$ cat config.mk
export PLATFORM = sky130hd
export DESIGN_NAME = remote_node_end_flat
export DESIGN_NICKNAME = d
export VERILOG_FILES = /design/src/include/pw_pkg.sv /design/src/include/pw_if.sv /design/src/rtl/remote_node_end.sv /design/src/flat_wrapper.sv
export SDC_FILE = /design/constraint.sdc
export NUM_CORES = 2
export LEC_CHECK = 0
export BUFFER_PORTS_ARGS = -buffer_cell sky130_fd_sc_hd__clkbuf_2
export CORE_MARGIN = 2
export CORE_UTILIZATION = 30
export DETAILED_ROUTE_END_ITERATION = 7
export PLACE_DENSITY = 0.44
export SYNTH_ARGS = -nofsm -noshare
export SYNTH_HDL_FRONTEND = slang
export SYNTH_SLANG_ARGS = --single-unit
$ cat constraint.sdc
create_clock -name ref_clk_i -period 9.8 [get_ports ref_clk_i]
set_input_delay 0.98 -clock ref_clk_i [delete_from_list [all_inputs] [get_ports ref_clk_i]]
set_output_delay 0.98 -clock ref_clk_i [all_outputs]
set_load 0.01 [all_outputs]
$ cat src/include/pw_pkg.sv
package pw_pkg;
    localparam int NFLOW     = 4;
    localparam int FLOW_W    = 2;
    localparam int SEQ_W     = 16;
    localparam int SID_W     = 32;
    localparam int TS_W      = 32;
    localparam int BUF_DEPTH = 32;
    localparam int IDX_W     = 5;
    localparam int LEN_W     = 6;
    localparam int TSC_W     = 8;
    localparam int SY_W      = 5;

    localparam logic [LEN_W-1:0]  RA_FULL   = 6'h20;
    localparam logic [LEN_W-1:0]  LEN_ONE   = 6'h01;
    localparam logic [TSC_W-1:0]  TS_LAST   = 8'hbb;
    localparam logic [TSC_W-1:0]  TSC_ONE   = 8'h01;
    localparam logic [SEQ_W-1:0]  SEQ_ONE   = 16'h0001;
    localparam logic [FLOW_W-1:0] FLOW_RSVD = 2'h0;
    localparam logic [7:0]        NULL_B0   = 8'h47;
    localparam logic [7:0]        NULL_B1   = 8'h1f;
    localparam logic [7:0]        NULL_B2   = 8'hff;
    localparam logic [7:0]        NULL_B3   = 8'h10;
    localparam logic [7:0]        NULL_FILL = 8'hff;
    localparam logic [47:0]       SYNC_DA   = 48'h01e0_2f00_0001;
    localparam logic [SY_W-1:0]   SY_LOAD   = 5'h11;
    localparam logic [SY_W-1:0]   SY_BYTES  = 5'h04;
    localparam logic [SY_W-1:0]   SY_ONE    = 5'h01;

    typedef enum logic [1:0] {FMT_STREAM, FMT_MPEG, FMT_MULTI} pw_fmt_t;

    typedef struct packed {
        logic [7:0]        data;
        logic              first;
        logic              last;
        logic              pstart;
        logic              pend;
        logic [FLOW_W-1:0] flow;
        logic [SEQ_W-1:0]  seq;
    } ds_beat_t;
endpackage : pw_pkg

$ cat src/include/pw_if.sv
`timescale 1ns/1ns
interface pw_if;
    logic                     ds_valid;
    logic                     ds_ready;
    pw_pkg::ds_beat_t         ds_beat;
    logic [pw_pkg::SID_W-1:0] ds_session;
    logic                     us_valid;
    logic                     us_ready;
    logic [7:0]               us_data;
    logic [pw_pkg::FLOW_W-1:0] us_flow;
    logic                     us_last;

    modport core_mp (
        output ds_valid,
        input  ds_ready,
        output ds_beat,
        output ds_session,
        input  us_valid,
        output us_ready,
        input  us_data,
        input  us_flow,
        input  us_last
    );

    modport node_mp (
        input  ds_valid,
        output ds_ready,
        input  ds_beat,
        input  ds_session,
        output us_valid,
        input  us_ready,
        output us_data,
        output us_flow,
        output us_last
    );
endinterface : pw_if

$ cat src/rtl/remote_node_end.sv
`timescale 1ns/1ns
module remote_node_end (
    input  wire logic                      ref_clk_i,
    input  wire logic                      rst_i,
    pw_if.node_mp                          link,
    input  wire pw_pkg::pw_fmt_t           fmt_i,
    input  wire logic [pw_pkg::SID_W-1:0]  session_i,
    input  wire logic [pw_pkg::TS_W-1:0]   sync_ts_i,
    input  wire logic                      rf_ready_i,
    output logic                           rf_valid_o,
    output logic [7:0]                     rf_data_o,
    input  wire logic                      qos_ready_i,
    output logic                           qos_valid_o,
    output logic [7:0]                     qos_data_o,
    output logic [pw_pkg::FLOW_W-1:0]      qos_flow_o,
    output logic                           qos_last_o,
    input  wire logic                      us_valid_i,
    input  wire logic [7:0]                us_data_i,
    input  wire logic [pw_pkg::FLOW_W-1:0] us_flow_i,
    input  wire logic                      us_last_i,
    output logic                           us_ready_o,
    input  wire logic                      join_valid_i,
    input  wire logic [31:0]               join_group_i,
    output logic                           mcast_join_o,
    output logic [31:0]                    mcast_group_o
);
    import pw_pkg::*;
    typedef struct packed {
        logic                                   locked;
        pw_fmt_t                                fmt;
        logic [SID_W-1:0]                       sid;
        ds_beat_t [1:0]                         fb;
        logic [1:0]                             fb_cnt;
        logic                                   ds_rdy;
        logic [NFLOW-1:0][BUF_DEPTH-1:0][7:0]   ra_mem;
        logic [NFLOW-1:0][LEN_W-1:0]            ra_len;
        logic [NFLOW-1:0]                       ra_act;
        logic [NFLOW-1:0]                       ra_done;
        logic [NFLOW-1:0]                       ra_known;
        logic [NFLOW-1:0][SEQ_W-1:0]            ra_exp;
        logic                                   dr_busy;
        logic [FLOW_W-1:0]                      dr_flow;
        logic [IDX_W-1:0]                       dr_idx;
        logic                                   qos_valid;
        logic [7:0]                             qos_data;
        logic [FLOW_W-1:0]                      qos_flow;
        logic                                   qos_last;
        logic [SEQ_W-1:0]                       mp_exp;
        logic                                   mp_known;
        logic                                   mp_drop;
        logic [TSC_W-1:0]                       ts_cnt;
        logic                                   ts_null;
        logic                                   rf_valid;
        logic [7:0]                             rf_data;
        logic [39:0]                            sh;
        logic [SY_W-1:0]                        sy_cnt;
        logic                                   us_valid;
        logic [7:0]                             us_data;
        logic [FLOW_W-1:0]                      us_flow;
        logic                                   us_last;
        logic                                   us_rdy;
        logic                                   mc_join;
        logic [31:0]                            mc_group;
    } state_t;
    function automatic logic [7:0] null_byte(input logic [TSC_W-1:0] c);
        case (c)
            8'h00:   null_byte = NULL_B0;
            8'h01:   null_byte = NULL_B1;
            8'h02:   null_byte = NULL_B2;
            8'h03:   null_byte = NULL_B3;
            default: null_byte = NULL_FILL;
        endcase
    endfunction : null_byte
    state_t            q;
    state_t            d;
    ds_beat_t          hd;
    logic              pop;
    logic              mpeg;
    logic              drop;
    logic              data_av;
    logic              null_now;
    logic              act;
    logic [7:0]        b;
    logic [FLOW_W-1:0] f;
    logic [FLOW_W-1:0] sel;
    logic [LEN_W-1:0]  len;
    logic [LEN_W-1:0]  nidx;
    logic [1:0]        cnt;
    logic [SEQ_W-1:0]  diff;
    logic [SY_W-1:0]   syi;
    always_comb
    begin
        d        = q;
        hd       = q.fb[0];
        pop      = 1'b0;
        null_now = 1'b0;
        act      = 1'b0;
        b        = 8'h00;
        f        = hd.flow;
        sel      = '0;
        len      = '0;
        nidx     = '0;
        syi      = q.sy_cnt - SY_ONE;
        if (!q.locked)
        begin
            d.locked = 1'b1;
            d.fmt    = fmt_i;
            d.sid    = session_i;
        end
        mpeg    = q.locked && (q.fmt != FMT_STREAM);
        diff    = hd.seq - q.mp_exp;
        drop    = hd.first ? (q.mp_known && diff[SEQ_W-1]) : q.mp_drop;
        data_av = mpeg && (|q.fb_cnt) && !drop;
        if (mpeg && (|q.fb_cnt) && drop)
        begin
            pop       = 1'b1;
            d.mp_drop = 1'b1;
        end
        if (!q.rf_valid || rf_ready_i)
        begin
            null_now   = (q.ts_cnt == '0) ? !data_av : q.ts_null;
            d.rf_valid = null_now || data_av;
            if (null_now || data_av)
            begin
                b = null_now ? null_byte(q.ts_cnt) : hd.data;
                if (!null_now)
                begin
                    pop = 1'b1;
                    if (hd.first)
                    begin
                        d.mp_drop  = 1'b0;
                        d.mp_exp   = hd.seq + SEQ_ONE;
                        d.mp_known = 1'b1;
                    end
                    if (q.sy_cnt != '0)
                    begin
                        if (q.sy_cnt <= SY_BYTES)
                            b = sync_ts_i[8*syi[1:0] +: 8];
                        d.sy_cnt = syi;
                    end
                    else if ({q.sh, b} == SYNC_DA)
                        d.sy_cnt = SY_LOAD;
                    d.sh = {q.sh[31:0], b};
                end
                d.rf_data  = b;
                d.ts_null  = null_now;
                d.ts_cnt   = (q.ts_cnt == TS_LAST) ? '0 : q.ts_cnt + TSC_ONE;
            end
        end
        if (!mpeg && q.locked && (|q.fb_cnt) && !q.ra_done[f])
        begin
            pop = 1'b1;
            act = q.ra_act[f];
            if (hd.first)
            begin
                if (q.ra_known[f] && (hd.seq != q.ra_exp[f]))
                    act = 1'b0;
                d.ra_exp[f]   = hd.seq + SEQ_ONE;
                d.ra_known[f] = 1'b1;
            end
            len = hd.pstart ? '0 : q.ra_len[f];
            if (hd.pstart)
                act = 1'b1;
            if (act)
            begin
                d.ra_mem[f][len[IDX_W-1:0]] = hd.data;
                len = len + LEN_ONE;
                if (hd.pend)
                    d.ra_done[f] = 1'b1;
                if (hd.pend || (len == RA_FULL))
                    act = 1'b0;
            end
            d.ra_len[f] = len;
            d.ra_act[f] = act;
        end
        for (int i = 0; i < NFLOW; i++)
            if (q.ra_done[i])
                sel = i[FLOW_W-1:0];
        if (q.qos_valid && qos_ready_i)
            d.qos_valid = 1'b0;
        if (!q.dr_busy && (|q.ra_done))
        begin
            d.dr_busy = 1'b1;
            d.dr_flow = sel;
            d.dr_idx  = '0;
        end
        else if (q.dr_busy && (!q.qos_valid || qos_ready_i))
        begin
            nidx                 = {1'b0, q.dr_idx} + LEN_ONE;
            d.qos_valid          = 1'b1;
            d.qos_data           = q.ra_mem[q.dr_flow][q.dr_idx];
            d.qos_flow           = q.dr_flow;
            d.qos_last           = nidx == q.ra_len[q.dr_flow];
            d.dr_idx             = nidx[IDX_W-1:0];
            d.dr_busy            = !d.qos_last;
            d.ra_done[q.dr_flow] = !d.qos_last;
        end
        // Two-entry buffer; wrong sessions are consumed and dropped
        cnt = q.fb_cnt;
        if (pop)
        begin
            d.fb[0] = q.fb[1];
            cnt     = cnt - 2'h1;
        end
        if (link.ds_valid && q.ds_rdy && q.locked && (link.ds_session == q.sid))
        begin
            d.fb[cnt[0]] = link.ds_beat;
            cnt          = cnt + 2'h1;
        end
        d.fb_cnt = cnt;
        d.ds_rdy = cnt != 2'h2;
        if (q.us_valid && link.us_ready)
            d.us_valid = 1'b0;
        if (us_valid_i && q.us_rdy)
        begin
            d.us_valid = 1'b1;
            d.us_data  = us_data_i;
            d.us_flow  = (q.fmt == FMT_STREAM) ? us_flow_i : FLOW_RSVD;
            d.us_last  = us_last_i;
        end
        d.us_rdy = !d.us_valid && q.locked;
        d.mc_join = q.mc_join || join_valid_i;
        if (join_valid_i)
            d.mc_group = join_group_i;
    end
    always_ff @(posedge ref_clk_i)
    begin
        if (rst_i)
            q <= '0;
        else
            q <= d;
    end
    assign link.ds_ready = q.ds_rdy;
    assign link.us_valid = q.us_valid;
    assign link.us_data  = q.us_data;
    assign link.us_flow  = q.us_flow;
    assign link.us_last  = q.us_last;
    assign rf_valid_o    = q.rf_valid;
    assign rf_data_o     = q.rf_data;
    assign qos_valid_o   = q.qos_valid;
    assign qos_data_o    = q.qos_data;
    assign qos_flow_o    = q.qos_flow;
    assign qos_last_o    = q.qos_last;
    assign us_ready_o    = q.us_rdy;
    assign mcast_join_o  = q.mc_join;
    assign mcast_group_o = q.mc_group;
endmodule : remote_node_end

$ cat src/flat_wrapper.sv
// flat-port wrapper written by rule: the top's interface ports become plain ports
module remote_node_end_flat import pw_pkg::*;
  (ref_clk_i, rst_i, fmt_i, session_i, sync_ts_i, rf_ready_i, rf_valid_o, rf_data_o, qos_ready_i, qos_valid_o, qos_data_o, qos_flow_o, qos_last_o, us_valid_i, us_data_i, us_flow_i, us_last_i, us_ready_o, join_valid_i, join_group_i, mcast_join_o, mcast_group_o, link_ds_valid, link_ds_ready, link_ds_beat, link_ds_session, link_us_valid, link_us_ready, link_us_data, link_us_flow, link_us_last);
  pw_if link_i ();
  input  wire logic ref_clk_i;
  input  wire logic rst_i;
  input  wire pw_pkg::pw_fmt_t fmt_i;
  input  wire logic [pw_pkg::SID_W-1:0] session_i;
  input  wire logic [pw_pkg::TS_W-1:0] sync_ts_i;
  input  wire logic rf_ready_i;
  output logic rf_valid_o;
  output logic [7:0] rf_data_o;
  input  wire logic qos_ready_i;
  output logic qos_valid_o;
  output logic [7:0] qos_data_o;
  output logic [pw_pkg::FLOW_W-1:0] qos_flow_o;
  output logic qos_last_o;
  input  wire logic us_valid_i;
  input  wire logic [7:0] us_data_i;
  input  wire logic [pw_pkg::FLOW_W-1:0] us_flow_i;
  input  wire logic us_last_i;
  output logic us_ready_o;
  input  wire logic join_valid_i;
  input  wire logic [31:0] join_group_i;
  output logic mcast_join_o;
  output logic [31:0] mcast_group_o;
  input wire logic [$bits(link_i.ds_valid)-1:0] link_ds_valid;
  output wire logic [$bits(link_i.ds_ready)-1:0] link_ds_ready;
  input wire logic [$bits(link_i.ds_beat)-1:0] link_ds_beat;
  input wire logic [$bits(link_i.ds_session)-1:0] link_ds_session;
  output wire logic [$bits(link_i.us_valid)-1:0] link_us_valid;
  input wire logic [$bits(link_i.us_ready)-1:0] link_us_ready;
  output wire logic [$bits(link_i.us_data)-1:0] link_us_data;
  output wire logic [$bits(link_i.us_flow)-1:0] link_us_flow;
  output wire logic [$bits(link_i.us_last)-1:0] link_us_last;
  assign link_i.ds_valid = link_ds_valid;
  assign link_ds_ready = link_i.ds_ready;
  assign link_i.ds_beat = link_ds_beat;
  assign link_i.ds_session = link_ds_session;
  assign link_us_valid = link_i.us_valid;
  assign link_i.us_ready = link_us_ready;
  assign link_us_data = link_i.us_data;
  assign link_us_flow = link_i.us_flow;
  assign link_us_last = link_i.us_last;
  remote_node_end u_core (.ref_clk_i(ref_clk_i), .rst_i(rst_i), .link(link_i), .fmt_i(fmt_i), .session_i(session_i), .sync_ts_i(sync_ts_i), .rf_ready_i(rf_ready_i), .rf_valid_o(rf_valid_o), .rf_data_o(rf_data_o), .qos_ready_i(qos_ready_i), .qos_valid_o(qos_valid_o), .qos_data_o(qos_data_o), .qos_flow_o(qos_flow_o), .qos_last_o(qos_last_o), .us_valid_i(us_valid_i), .us_data_i(us_data_i), .us_flow_i(us_flow_i), .us_last_i(us_last_i), .us_ready_o(us_ready_o), .join_valid_i(join_valid_i), .join_group_i(join_group_i), .mcast_join_o(mcast_join_o), .mcast_group_o(mcast_group_o));
endmodule
==> flow_summary.json <==
{
  "crit_required_ns": 10.44,
  "hold_path_end": "u_core.link.us_data[7]",
  "grt_use_met3_pct": 2.275,
  "rrSetupSlack_ns": 4.48,
  "port_buffers": 245,
  "clockBufferDepth": 3,
  "total_neg_setup_slack_ns": 0,
  "mostFrequentLayoutCell": "sky130_fd_sc_hd__dfxtp_1",
  "grt_antenna_before_repair": 7,
  "first_global_vias": 46050,
  "gr-total-overflow": 0,
  "worst_r2r_path_depth": 14,
  "crit_path_end_kind": "flip-flop",
  "postLayoutSetupSlackWorst_ns": 4.481,
  "worstMarginPinSlew_ns": 1.248,
  "ctsHtreeMaxLevel": 4,
  "critical_path.reg2reg.endpoint": "u_core.q[1326]",
  "global_route.usage.total_pct": 18.03,
  "num-nets-final": 6596,
  "syn_avg_cell_area_sq_um": 9.333,
  "post_cts_resize_count": 0,
  "tritoncts": "built",
  "clk_pin_slew_ns": 0.06,
  "timing.critical_path.arrival_ns": 5.96,
  "power-per-cell-area_nw_per_um2": 186.6,
  "run_status": "finished clean",
  "synthCells": 6547,
  "cts-hold-fix-buffers": 0,
  "synth-main-ff-cell": "sky130_fd_sc_hd__dfxtp_1",
  "io_pins": 247,
  "chipHeight_um": 455.3,
  "minimum_period_implied_by_the_final_worst_setup_slack_ns": 5.319,
  "asyncSetResetFlopFracSynth_pct": 0,
  "post-route-period-util_pct": 54.27,
  "number_of_synthesized_register_bits": 1367,
  "placed_cell_area_sq_um": 63830,
  "min_path_cells": 3,
  "dpl.hpwl_um": 113200,
  "die-width_um": 455.3,
  "final_max_slew_viol_count": 0,
  "grt_start_max_net_pins": 206,
  "criticalPathCategory": "reg2reg",
  "synth_warnings": 0,
  "core_box_area_sq_um": 202300,
  "final_instance_area_sq_um": 69300,
  "viasPerCell": 5.168,
  "post_route_cells_drive_above_1_share_pct": 15.82,
  "ir_worst_vdd_mv": 0.1318,
  "rsz0062_at_grt": "no",
  "synth.cell_area_sq_um": 61100,
  "detail_route.wirelength_um": 191000,
  "final-hold-violation-count": 0,
  "commonest_non_fill_non_tap_cells_in_the_layout": "sky130_fd_sc_hd__dfxtp_1, sky130_fd_sc_hd__nand2_1, sky130_fd_sc_hd__a21oi_1",
  "worst_hold_path_type": "in2reg",
  "critical_path.max_fanout": 59,
  "vias": 47530,
  "postCtsSetupRepairBufs": 0,
  "drt_first_pass_iters": 5,
  "cp_launch_type": "flip-flop",
  "maxSlewHeadroom_pct": 15.70,
  "worstSkewPairLatency_ns": 0.79,
  "globalRouteMet2Util_pct": 29.62,
  "drc_violation_count_after_routing": 0,
  "detail_route.wl_per_cell_um": 20.77,
  "clock_sinks": 1367,
  "drtAntennaViolNets": 0,
  "synth_sequential_area_ratio_pct": 44.79,
  "synth_cell_types": 61,
  "power_mw": 12.93,
  "routabilityCongestion": 0.7812,
  "die_area_sq_um": 207300,
  "cts_made_buffers": 159,
  "grt_most_used_layer": "met2",
  "timing.final.setup_violations": 0,
  "maxCapViolations": 0,
  "global_route_wire_length_before_repair_um": 291500,
  "global_route.usage.met1_pct": 24.93,
  "leakage_nw": 24.97,
  "finalClockSkew_ns": 0.02720,
  "cts-root-buf": "sky130_fd_sc_hd__clkbuf_16",
  "start_util_pct": 30.20,
  "syn_to_final_growth_pct": 13.42,
  "rr_startpoint": "u_core.hd[2]",
  "drt_first_iter_violations": 3771,
  "layout.filler_cells": 20540,
  "pre_cts_ws_ns": 4.325,
  "synth_nets": 6754,
  "number_of_flops_mapped_to_enable_cells_by_yosys": 0,
  "placementRows": 165,
  "timing.fmax_mhz": 188.0,
  "worst_hold_startpoint": "us_data_i[7]"
}
[stage by stage]
step / hold slack (ns) / util, % / std cells
2_1_floorplan: 0.4228 / - / 6547
3_3_place_gp: 0.4373 / 31.55 / 8900
3_5_place_dp: 0.4408 / 31.55 / 8900
4_1_cts: 0.3443 / 34.25 / 9196
5_1_grt: 0.3812 / 34.25 / 9197
6_report: 0.4077 / 34.25 / 9198
[per-layer routing]
layer | vias to the layer above | part of all wire (%)
li1 | 22670 | -
met1 | 23560 | 46
met2 | 1056 | 47
met3 | 248 | 4.3
met4 | 4 | 2.1
met5 | - | 0.017
[layout make-up]
cell class,count,area (sq um),area share [%]
antenna,2,5.005,0.007222
clock buffer,237,4770,6.882
clock inverter,59,703.2,1.015
inverter,33,123.9,0.1787
multi-input combinational,4490,30900,44.58
sequential,1367,27420,39.56
tap,2672,3343,4.824
timing repair buffer,338,2047,2.954
[where the power goes]
| group | total [mW] | switching (mW) | internal (mW) |
|---|---|---|---|
| Combinational | 1.05 | 0.659 | 0.390 |
| Clock | 6.19 | 2.49 | 3.70 |
| Sequential | 5.70 | 0.0801 | 5.62 |
[cells in the mapped netlist (all sizes together) (11+ instances only)]
| library cell | n | area share [%] |
|---|---|---|
| dfxtp | 1367 | 45 |
| nand2 | 968 | 5.9 |
| nor2 | 654 | 4.0 |
| inv | 33 | 0.20 |
| a21oi | 792 | 6.5 |
| xor2 | 35 | 0.50 |
| o21ai | 38 | 0.32 |
| mux4 | 369 | 14 |
| nor3 | 20 | 0.16 |
| and2 | 15 | 0.15 |
| a31oi | 12 | 0.12 |
| o211ai | 11 | 0.14 |
| a211oi | 87 | 1.1 |
| a21o | 32 | 0.39 |
| nand2b | 13 | 0.13 |
| nand4 | 25 | 0.26 |
| mux2i | 506 | 8.3 |
| nor4 | 20 | 0.34 |
| buf | 251 | 2.2 |
| nand3 | 726 | 5.9 |
| clkbuf | 406 | 2.5 |
| or3 | 13 | 0.13 |
| xnor2 | 52 | 0.75 |
| ha | 28 | 0.57 |
[how the worst max path moves through the flow]
stage,start,end,slack (ns),depth (start not counted)
after floorplan,u_core.hd[6],u_core.q[1309],5.47,16
after global placement,u_core.hd[2],u_core.q[1326],4.37,14
after detailed placement,u_core.hd[2],u_core.q[1332],4.32,14
after CTS,u_core.hd[2],u_core.q[1311],4.32,14
after global routing,u_core.hd[2],u_core.q[1321],4.09,14
final,u_core.hd[2],u_core.q[1326],4.48,14
[kinds of logic after synthesis]
kind of cell	synth area share [%]
mux	21.96
flops	44.79
simple gates	17.51
fa+ha+maj	0.5734
xor+xnor	1.247
buf+inv	4.880
compound gates	9.043
[critical path: stages, from the launching register on]
cell and delay, ns:
sky130_fd_sc_hd__dfxtp_1 0.52, sky130_fd_sc_hd__ha_1 0.31, sky130_fd_sc_hd__a21o_1 0.19, sky130_fd_sc_hd__a31oi_1 0.15
sky130_fd_sc_hd__o21ai_0 0.15, sky130_fd_sc_hd__a211oi_1 0.65, sky130_fd_sc_hd__mux2_2 0.50, sky130_fd_sc_hd__o32ai_4 0.28
sky130_fd_sc_hd__buf_4 0.54, sky130_fd_sc_hd__xnor2_2 0.10, sky130_fd_sc_hd__buf_4 0.33, sky130_fd_sc_hd__inv_1 0.13
sky130_fd_sc_hd__ha_2 0.89, sky130_fd_sc_hd__mux2i_1 0.28, sky130_fd_sc_hd__nor2_1 0.06
[registers in the layout (all words and copies together), names as in the netlist]
name                  count
u_core.hd                27
u_core.qos_flow_o         2
u_core.link.us_last       1
u_core.f                  2
u_core.mcast_join_o       1
u_core.q               1270
u_core.qos_valid_o        1
u_core.rf_valid_o         1
u_core.link.ds_ready      1
u_core.qos_data_o         8
u_core.mcast_group_o     32
u_core.link.us_valid      1
u_core.link.us_flow       2
u_core.link.us_data       8
u_core.rf_data_o          8
u_core.us_ready_o         1
u_core.qos_last_o         1
Note: power is estimated with default switching activity, not from simulation.
